File: config.mk
export PLATFORM = sky130hd
export DESIGN_NAME = nic_ctrl
export DESIGN_NICKNAME = d
export VERILOG_FILES = /design/src/nic_ctrl.v
export VERILOG_INCLUDE_DIRS = /design/src
export SDC_FILE = /design/constraint.sdc
export NUM_CORES = 1
export LEC_CHECK = 0
export BUFFER_PORTS_ARGS = -buffer_cell sky130_fd_sc_hd__buf_4
export CORE_MARGIN = 10
export CORE_UTILIZATION = 64
export DETAILED_ROUTE_END_ITERATION = 10
export MAX_ROUTING_LAYER = met4
export PLACE_DENSITY_LB_ADDON = 0.3
export SYNTH_ARGS = -nofsm -noshare
export SYNTH_HDL_FRONTEND = slang
export SYNTH_SLANG_ARGS = --single-unit
File: constraint.sdc
create_clock -name i_clk -period 29.7 [get_ports i_clk]
set_input_delay 5.94 -clock i_clk [delete_from_list [all_inputs] [get_ports i_clk]]
set_output_delay 5.94 -clock i_clk [all_outputs]
set_load 0.01 [all_outputs]
File: src/nic_regs.vh
/*
 * Constants of the nested interrupt controller: register offsets,
 * field positions, reset values, vector addresses and priority codes.
 * Assumes it is included once per design file by its bare name.
 */
`ifndef NIC_REGS_VH
`define NIC_REGS_VH

// Register offsets on the plain register port
`define NIC_ADDR_PRIO0      4'h0
`define NIC_ADDR_PRIO1      4'h1
`define NIC_ADDR_PRIO2      4'h2
`define NIC_ADDR_PRIO3      4'h3
`define NIC_ADDR_EXT_CTRL   4'h4
`define NIC_ADDR_EN_LO      4'h5
`define NIC_ADDR_EN_HI      4'h6
`define NIC_ADDR_MODE       4'h7
`define NIC_ADDR_STATUS     4'h8
`define NIC_ADDR_PEND_LO    4'h9
`define NIC_ADDR_PEND_HI    4'ha
`define NIC_ADDR_PINMASK_LO 4'hb
`define NIC_ADDR_PINMASK_HI 4'hc

// Reset values and the read-only bits of PRIO3
`define NIC_PRIO_RST        8'hff
`define NIC_PRIO3_RO_MASK   8'hf0
`define NIC_EXT_CTRL_RST    8'h00
`define NIC_EN_RST          8'h00
`define NIC_MODE_RST        8'h01
`define NIC_PINMASK_RST     8'hff

// Field positions
`define NIC_EXT_TLI_FALL    4
`define NIC_MODE_NESTED     0
`define NIC_CC_PRIO_HIGH    5
`define NIC_CC_PRIO_LOW     3

// Two-bit priority codes {high, low}
`define NIC_LVL0            2'b10
`define NIC_LVL1            2'b01
`define NIC_LVL2            2'b00
`define NIC_LVL3            2'b11

// Vector addresses
`define NIC_VEC_RESET       16'hfffe
`define NIC_VEC_TRAP        16'hfffc
`define NIC_VEC_TLI         16'hfffa
`define NIC_VEC_LOWEST      16'hffe0

// Sources that can end halt, one bit per vector index
`define NIC_HALT_CAP        14'h00fd

`endif

File: src/nic_ctrl.v
/*
 * Nested interrupt controller: pending latches, two-step arbitration,
 * entry sequence towards the core, priority bits of the condition code,
 * trap, top-level pin, wait and halt wake-up.
 * Assumes a core that reports instruction ends, stacks the context on
 * request and answers with a done pulse; pins are asynchronous.
 */
`timescale 1ns/1ps
`default_nettype none
`include "nic_regs.vh"

module nic_ctrl #(
    parameter NSRC = 14,
    parameter NGRP = 4,
    parameter GPIN = 4,
    parameter GBASE = 2
) (
    input  wire        i_clk,
    input  wire        i_sys_rst,
    input  wire [3:0]  i_addr,
    input  wire [7:0]  i_wdata,
    input  wire        i_wr,
    input  wire        i_rd,
    output reg  [7:0]  o_rdata,
    input  wire        i_tli_pin,
    input  wire [15:0] i_ext_pins,
    input  wire [13:0] i_periph_flag,
    input  wire [13:0] i_periph_ie,
    input  wire [13:0] i_periph_clear,
    input  wire        i_instr_end,
    input  wire        i_trap_exec,
    input  wire        i_stack_done,
    input  wire        i_interrupt_return,
    input  wire        i_pop_cc,
    input  wire [7:0]  i_cc_stacked,
    input  wire        i_rim,
    input  wire        i_sim,
    input  wire        i_halt_enter,
    input  wire        i_wfi_enter,
    output wire        o_stack_req,
    output wire        o_vec_fetch,
    output reg  [15:0] o_vec_addr,
    output wire        o_prio_bit_high,
    output wire        o_prio_bit_low,
    output wire        o_cpu_stall
);

    localparam S_RUN   = 3'd0;
    localparam S_STACK = 3'd1;
    localparam S_VEC   = 3'd2;
    localparam S_RSTV  = 3'd3;
    localparam S_HALT  = 3'd4;
    localparam S_WAIT  = 3'd5;

    localparam [3:0] TRAP_IDX = 4'hf;
    localparam [13:0] HALT_CAP = `NIC_HALT_CAP;

    function [2:0] rank_of;
        input [1:0] code;
        begin
            case (code)
                `NIC_LVL0: rank_of = 3'd0;
                `NIC_LVL1: rank_of = 3'd1;
                `NIC_LVL2: rank_of = 3'd2;
                default:   rank_of = 3'd3;
            endcase
        end
    endfunction

    reg  [2:0]  state_q;
    reg  [31:0] prio_q;
    reg  [7:0]  ext_ctrl_q;
    reg  [13:0] en_q;
    reg  [7:0]  mode_q;
    reg  [15:0] pinmask_q;
    reg  [1:0]  cc_prio_q;
    reg  [3:0]  sel_q;
    reg  [3:0]  depth_q;
    reg         tli_active_q;
    reg         after_halt_q;
    reg         trap_pend_q;
    reg  [13:0] pend_q;
    reg  [1:0]  tli_sync_q;
    reg         tli_prev_q;
    reg  [15:0] pin_meta_q;
    reg  [15:0] pin_sync_q;
    reg  [NGRP-1:0] grp_prev_q;

    wire [NGRP-1:0] grp_or;
    wire [13:0] pend_eff;
    wire [13:0] set_req;
    wire [13:0] ack;
    wire        tli_edge;
    wire        nested;
    wire [2:0]  cur_rank;
    // Level-changing instructions hold off entry for one boundary
    wire        lvl_op = i_interrupt_return | i_pop_cc | i_rim | i_sim;

    assign nested   = mode_q[`NIC_MODE_NESTED];
    assign cur_rank = rank_of(cc_prio_q);
    assign tli_edge = ext_ctrl_q[`NIC_EXT_TLI_FALL] ?
                      (tli_prev_q & ~tli_sync_q[1]) :
                      (~tli_prev_q & tli_sync_q[1]);

    // Pin synchronisers
    always @(posedge i_clk) begin
        if (i_sys_rst) begin
            tli_sync_q <= 2'b00;
            tli_prev_q <= 1'b0;
            pin_meta_q <= 16'h0000;
            pin_sync_q <= 16'h0000;
            grp_prev_q <= {NGRP{1'b0}};
        end else begin
            tli_sync_q <= {tli_sync_q[0], i_tli_pin};
            tli_prev_q <= tli_sync_q[1];
            pin_meta_q <= i_ext_pins;
            pin_sync_q <= pin_meta_q;
            grp_prev_q <= grp_or;
        end
    end

    // Per-source request and pending latch
    genvar g;
    generate
        for (g = 0; g < NSRC; g = g + 1) begin : g_src
            if (g == 0) begin : g_tli
                assign set_req[g]  = tli_edge;
                assign pend_eff[g] = pend_q[g];
            end else if (g >= GBASE && g < GBASE + NGRP) begin : g_ext
                wire edge_mode;
                assign grp_or[g-GBASE] =
                    |(pin_sync_q[(g-GBASE)*GPIN +: GPIN] &
                      pinmask_q[(g-GBASE)*GPIN +: GPIN]);
                assign edge_mode = ext_ctrl_q[g-GBASE];
                assign set_req[g] = edge_mode ?
                    (grp_or[g-GBASE] & ~grp_prev_q[g-GBASE]) :
                    1'b0;
                assign pend_eff[g] = edge_mode ? pend_q[g] :
                                     grp_or[g-GBASE];
            end else begin : g_per
                assign set_req[g] = i_periph_flag[g] &
                                    i_periph_ie[g];
                assign pend_eff[g] = pend_q[g];
            end
            assign ack[g] = (state_q == S_VEC) && (sel_q == g);
            always @(posedge i_clk) begin
                if (i_sys_rst) begin
                    pend_q[g] <= 1'b0;
                end else if (set_req[g]) begin
                    pend_q[g] <= 1'b1;
                end else if (ack[g] || i_periph_clear[g]) begin
                    pend_q[g] <= 1'b0;
                end
            end
        end
    endgenerate

    // Two-step arbitration
    reg         sel_valid;
    reg  [3:0]  sel_idx;
    reg  [2:0]  best_rank;
    reg         wake_any;
    reg         wake_halt;
    reg  [13:0] elig;
    reg  [2:0]  r;
    integer     i;

    always @* begin
        sel_valid = 1'b0;
        sel_idx   = 4'h0;
        best_rank = 3'd0;
        wake_any  = |(pend_eff & en_q);
        wake_halt = |(pend_eff & en_q & `NIC_HALT_CAP);
        elig      = 14'h0000;
        r         = 3'd0;
        for (i = NSRC - 1; i >= 1; i = i - 1) begin
            r = rank_of(prio_q[2*i +: 2]);
            elig[i] = pend_eff[i] & en_q[i] & (r > cur_rank) &
                      (nested | (depth_q == 4'h0)) &
                      (~after_halt_q | HALT_CAP[i]);
            if (elig[i] && (!sel_valid || r >= best_rank)) begin
                sel_valid = 1'b1;
                sel_idx   = i[3:0];
                best_rank = r;
            end
        end
        elig[0] = pend_eff[0] & en_q[0] & ~tli_active_q &
                  (~after_halt_q | HALT_CAP[0]);
        if (elig[0]) begin
            sel_valid = 1'b1;
            sel_idx   = 4'h0;
        end
    end

    // Entry sequence and level bits
    always @(posedge i_clk) begin
        if (i_sys_rst) begin
            state_q      <= S_RSTV;
            cc_prio_q    <= `NIC_LVL3;
            sel_q        <= 4'h0;
            depth_q      <= 4'h0;
            tli_active_q <= 1'b0;
            after_halt_q <= 1'b0;
            trap_pend_q  <= 1'b0;
            o_vec_addr   <= `NIC_VEC_RESET;
        end else begin
            if (i_trap_exec) begin
                trap_pend_q <= 1'b1;
            end
            case (state_q)
                S_RSTV: begin
                    state_q <= S_RUN;
                end
                S_RUN: begin
                    if (i_instr_end && !lvl_op &&
                        (trap_pend_q || i_trap_exec)) begin
                        trap_pend_q <= 1'b0;
                        sel_q       <= TRAP_IDX;
                        state_q     <= S_STACK;
                    end else if (i_instr_end && sel_valid && !lvl_op) begin
                        sel_q   <= sel_idx;
                        state_q <= S_STACK;
                    end else if (i_halt_enter) begin
                        cc_prio_q    <= `NIC_LVL0;
                        after_halt_q <= 1'b1;
                        state_q      <= S_HALT;
                    end else if (i_wfi_enter) begin
                        cc_prio_q <= `NIC_LVL0;
                        state_q   <= S_WAIT;
                    end else if (i_interrupt_return || i_pop_cc) begin
                        cc_prio_q <= {i_cc_stacked[`NIC_CC_PRIO_HIGH],
                                      i_cc_stacked[`NIC_CC_PRIO_LOW]};
                        if (i_interrupt_return) begin
                            tli_active_q <= 1'b0;
                            if (depth_q != 4'h0) begin
                                depth_q <= depth_q - 4'h1;
                            end
                        end
                    end else if (i_rim) begin
                        cc_prio_q <= `NIC_LVL0;
                    end else if (i_sim) begin
                        cc_prio_q <= `NIC_LVL3;
                    end
                end
                S_HALT: begin
                    if (wake_halt && sel_valid) begin
                        sel_q   <= sel_idx;
                        state_q <= S_STACK;
                    end
                end
                S_WAIT: begin
                    if (wake_any && sel_valid) begin
                        sel_q   <= sel_idx;
                        state_q <= S_STACK;
                    end
                end
                S_STACK: begin
                    if (i_stack_done) begin
                        state_q <= S_VEC;
                        if (sel_q == TRAP_IDX) begin
                            o_vec_addr <= `NIC_VEC_TRAP;
                        end else begin
                            o_vec_addr <= `NIC_VEC_TLI -
                                          {11'h000, sel_q, 1'b0};
                        end
                    end
                end
                S_VEC: begin
                    state_q      <= S_RUN;
                    after_halt_q <= 1'b0;
                    depth_q      <= depth_q + 4'h1;
                    if (sel_q == TRAP_IDX || sel_q == 4'h0) begin
                        cc_prio_q <= `NIC_LVL3;
                        if (sel_q == 4'h0) begin
                            tli_active_q <= 1'b1;
                        end
                    end else begin
                        cc_prio_q <= prio_q[2*sel_q +: 2];
                    end
                end
                default: begin
                    state_q <= S_RUN;
                end
            endcase
        end
    end

    assign o_stack_req     = (state_q == S_STACK);
    assign o_vec_fetch     = (state_q == S_VEC) ||
                             (state_q == S_RSTV);
    assign o_prio_bit_high = cc_prio_q[1];
    assign o_prio_bit_low  = cc_prio_q[0];
    assign o_cpu_stall     = (state_q == S_HALT) || (state_q == S_WAIT);

    // Register writes
    integer p;
    reg [7:0] wmerge;

    always @* begin
        wmerge = prio_q[8*i_addr[1:0] +: 8];
        for (p = 0; p < 4; p = p + 1) begin
            if (i_wdata[2*p +: 2] != `NIC_LVL0) begin
                wmerge[2*p +: 2] = i_wdata[2*p +: 2];
            end
        end
        if (i_addr == `NIC_ADDR_PRIO3) begin
            wmerge = wmerge | `NIC_PRIO3_RO_MASK;
        end
    end

    always @(posedge i_clk) begin
        if (i_sys_rst) begin
            prio_q     <= {4{`NIC_PRIO_RST}};
            ext_ctrl_q <= `NIC_EXT_CTRL_RST;
            en_q       <= 14'h0000;
            mode_q     <= `NIC_MODE_RST;
            pinmask_q  <= {2{`NIC_PINMASK_RST}};
        end else if (i_wr) begin
            case (i_addr)
                `NIC_ADDR_PRIO0,
                `NIC_ADDR_PRIO1,
                `NIC_ADDR_PRIO2,
                `NIC_ADDR_PRIO3: begin
                    prio_q[8*i_addr[1:0] +: 8] <= wmerge;
                end
                `NIC_ADDR_EXT_CTRL: begin
                    ext_ctrl_q <= i_wdata;
                end
                `NIC_ADDR_EN_LO: begin
                    en_q[7:0] <= i_wdata;
                end
                `NIC_ADDR_EN_HI: begin
                    en_q[13:8] <= i_wdata[5:0];
                end
                `NIC_ADDR_MODE: begin
                    mode_q <= i_wdata;
                end
                `NIC_ADDR_PINMASK_LO: begin
                    pinmask_q[7:0] <= i_wdata;
                end
                `NIC_ADDR_PINMASK_HI: begin
                    pinmask_q[15:8] <= i_wdata;
                end
                default: begin
                    mode_q <= mode_q;
                end
            endcase
        end
    end

    // Register reads, data in the cycle after the strobe
    always @(posedge i_clk) begin
        if (i_sys_rst) begin
            o_rdata <= 8'h00;
        end else if (i_rd) begin
            case (i_addr)
                `NIC_ADDR_PRIO0:      o_rdata <= prio_q[7:0];
                `NIC_ADDR_PRIO1:      o_rdata <= prio_q[15:8];
                `NIC_ADDR_PRIO2:      o_rdata <= prio_q[23:16];
                `NIC_ADDR_PRIO3:      o_rdata <= prio_q[31:24];
                `NIC_ADDR_EXT_CTRL:   o_rdata <= ext_ctrl_q;
                `NIC_ADDR_EN_LO:      o_rdata <= en_q[7:0];
                `NIC_ADDR_EN_HI:      o_rdata <= {2'b00, en_q[13:8]};
                `NIC_ADDR_MODE:       o_rdata <= mode_q;
                `NIC_ADDR_STATUS:     o_rdata <= {cc_prio_q, tli_active_q,
                                                  after_halt_q, trap_pend_q,
                                                  state_q};
                `NIC_ADDR_PEND_LO:    o_rdata <= pend_eff[7:0];
                `NIC_ADDR_PEND_HI:    o_rdata <= {2'b00, pend_eff[13:8]};
                `NIC_ADDR_PINMASK_LO: o_rdata <= pinmask_q[7:0];
                `NIC_ADDR_PINMASK_HI: o_rdata <= pinmask_q[15:8];
                default:              o_rdata <= 8'h00;
            endcase
        end else begin
            o_rdata <= 8'h00;
        end
    end

endmodule
`default_nettype wire

==> qor.csv <==
metric,value,unit
outcome,finished clean,
die-area,20510,um^2
cts-resized-gates,0,
grt_max_degree,98,
grt_pass1_vias,8741,
max-slew-margin-rel,15.74,%
leakage,4.679,nW
cp_slowest_stage_delay,0.45,ns
place_congestion,1.012,
fin_nets,1382,
wl,30.85,mm
htree_levels,4,
wire_per_inst,21.97,um
drc_errors,0,
ctsRootBufferMaster,clkbuf_16,
synth.avg_cell_area,8.447,um^2
clock.fmax,53.18,MHz
diodes,0,
period_needed,18.80,ns
fin_tns_setup,0,ns
yosysSeqAreaShare,32.97,%
grt_overflow,0,
antenna_found_initial,0,
fin_worst_hold_slack,0.4339,ns
synthFlopType,dfxtp_1,
hold_viol_final,0,
initial_core_util,66.09,%
synthDominantCellAreaShare,32.97,%
synthTopCellsByArea,"dfxtp_1 (33%), ha_1 (11%), nand2_1 (6.8%), a21oi_1 (4.3%), o21ai_0 (3.5%)",
setup_ws,10.90,ns
yosys.area.top_type,dfxtp_1,
post-dp-hpwl,21.82,mm
vdd_drop_max,47.73,uV
drive_gt1_share,14.51,%
die_y,143.2,um
dp_worst_setup_slack,11.30,ns
worstMarginPinSlew,1.261,ns
grt_pass1_wl,47.40,mm
viasPerCell,6.701,
rsz0062_at_grt,false,
hold_class,register to register,
port_buffers,93,
reg2reg_slack,10.90,ns
io_pins,121,
yosysMostFrequentCell,nand2_1,
holdBufCountCts,0,
end_kind,register,
critPathKind,register to register,
clock_sinks,160,
synthToLayoutAreaGrowth,13.28,%
worstPathRequired,30.05,ns
rows,44,
synth_edf_count,0,
max_cap_violations,0,
grtUsageTotal,30.20,%
crit_path_max_fanout,13,
setup_viol,0,
cp_common_cell,ha_1,
yosys_warnings,0,
die_w,143.2,um
drt_first_pass_iters,9,
finalCritPeriodShare,63.31,%
cts_setup_buffers,0,
critical_path_arrival,19.15,ns
drtIter0Drc,1311,
ys_ff_latch,160,
slew_viol_final,0,
slowest_stage,dfxtp_1,
async_flop_share,0,%
cts_tree,yes,
synth_cell_types,81,
syn-cell-area,9714,um^2
skew,0.009872,ns
clock_path_buffers,2,
cts.clk_slew.worst_paths,0.07,ns
utilization,74.86,%
core,14700,um^2
cts_buffers,17,
via_count,9408,
synthTopCellsByCount,"nand2_1 (176), dfxtp_1 (160), a21oi_1 (83)",
clk_latency,0.44,ns
netlist_instances,1150,
pwr_density_cell,48.88,nW/um^2
drt.antenna.violating_nets,0,
crit_path_start_kind,register,
==> layer usage <==
layer / routed length [um] / GRT usage [%] / vias to the layer above
met5: 0 / - / -
met4: 1205 / 11.51 / 0
met3: 3968 / 7.894 / 120
met2: 13550 / 45.17 / 668
met1: 12130 / 38.32 / 4315
li1: - / - / 4305
==> report_power, final <==
| group | internal, mW | switching [mW] | leakage, nW |
|---|---|---|---|
| clock network | 0.123 | 0.0959 | 0.290 |
| logic | 0.0360 | 0.0512 | 3.08 |
| registers | 0.222 | 0.00909 | 1.31 |
==> registers in the layout, indices dropped and copies added (netlist names) <==
register / count
sel_q: 4
en_q: 14
mode_q: 8
pin_sync_q: 16
trap_pend_q: 1
state_q: 3
o_vec_addr: 5
prio_q: 32
pin_meta_q: 16
cc_prio_q: 2
tli_prev_q: 1
pend_q: 4
pend_eff: 10
grp_prev_q: 4
tli_active_q: 1
tli_sync_q: 2
ext_ctrl_q: 8
pinmask_q: 16
o_rdata: 8
depth_q: 4
after_halt_q: 1
==> layout by cell type, fill, tap and decap left out, types with 6 or more instances in the layout <==
master,netlist,final
buf_4,11,97
a221o_1,23,23
a31oi_1,9,9
a221oi_1,6,6
a222oi_1,8,8
nand2b_1,16,16
nor2_1,61,61
mux2i_1,22,22
nand3_1,43,43
dfxtp_1,160,160
inv_6,0,6
o211ai_1,12,12
o21ai_0,67,67
a22oi_1,16,16
a21oi_1,83,83
mux2_2,11,11
a21o_1,8,8
o2111ai_1,7,7
inv_1,46,46
clkbuf_16,0,17
nand3b_1,6,6
nand2_1,176,176
conb_1,2,11
nor2b_1,52,52
a22o_1,18,18
mux4_2,11,11
and2_1,9,9
nand4_1,6,6
ha_1,82,82
a211oi_1,11,11
nor3_1,11,11
==> critical path, delay by kind of cell (launching register included) <==
family / cells / cell delay [ns]
AO/OA/AOI/OAI: 41 / 8.40
AND/OR/NAND/NOR: 25 / 4.43
multiplexers: 2 / 0.59
adder cells (fa/ha/maj): 14 / 3.81
buffers and inverters: 8 / 1.04
flip-flops: 1 / 0.45
==> final timing paths <==
kind,startpoint,to,depth (start not counted)
worst max-delay path,cc_prio_q[1],sel_q[3],90
worst min-delay path,pin_meta_q[8],pin_sync_q[8],1
worst max register to register,cc_prio_q[1],sel_q[3],90
worst min register to register,pin_meta_q[8],pin_sync_q[8],1
==> cell families (layout without fill, tap and decap cells) <==
logic type      count (synthesis)  count (layout)  synth area share, %
compound gates                329             329                24.37
xor+xnor                        5               5               0.4509
buf+inv                       116             177                4.907
flops                         160             160                32.97
mux                            44              44                6.092
other cells                     2              11              0.07731
fa+ha+maj                      83              83                10.77
simple gates                  411             411                20.36
==> per-stage QoR <==
step / instances / cell area (um^2) / power [mW]
floorplan: 1159 / 9748 / 0.2924
finish: 1404 / 11000 / 0.5379
CTS: 1404 / 11000 / 0.5364
global placement: 1372 / 10410 / 0.3172
global route: 1404 / 11000 / 0.5564
detailed placement: 1372 / 10410 / 0.3204
==> area by class of cell <==
class                      count  area, um^2
sequential                   160        3203
clock buffer                  20       456.7
clock inverter                12       137.6
timing repair buffer          97       728.2
multi-input combinational    883        6068
tap                          184       230.2
fill                        1107        3695
inverter                      48       180.2
No activity file was read; power rests on OpenSTA's default activity.
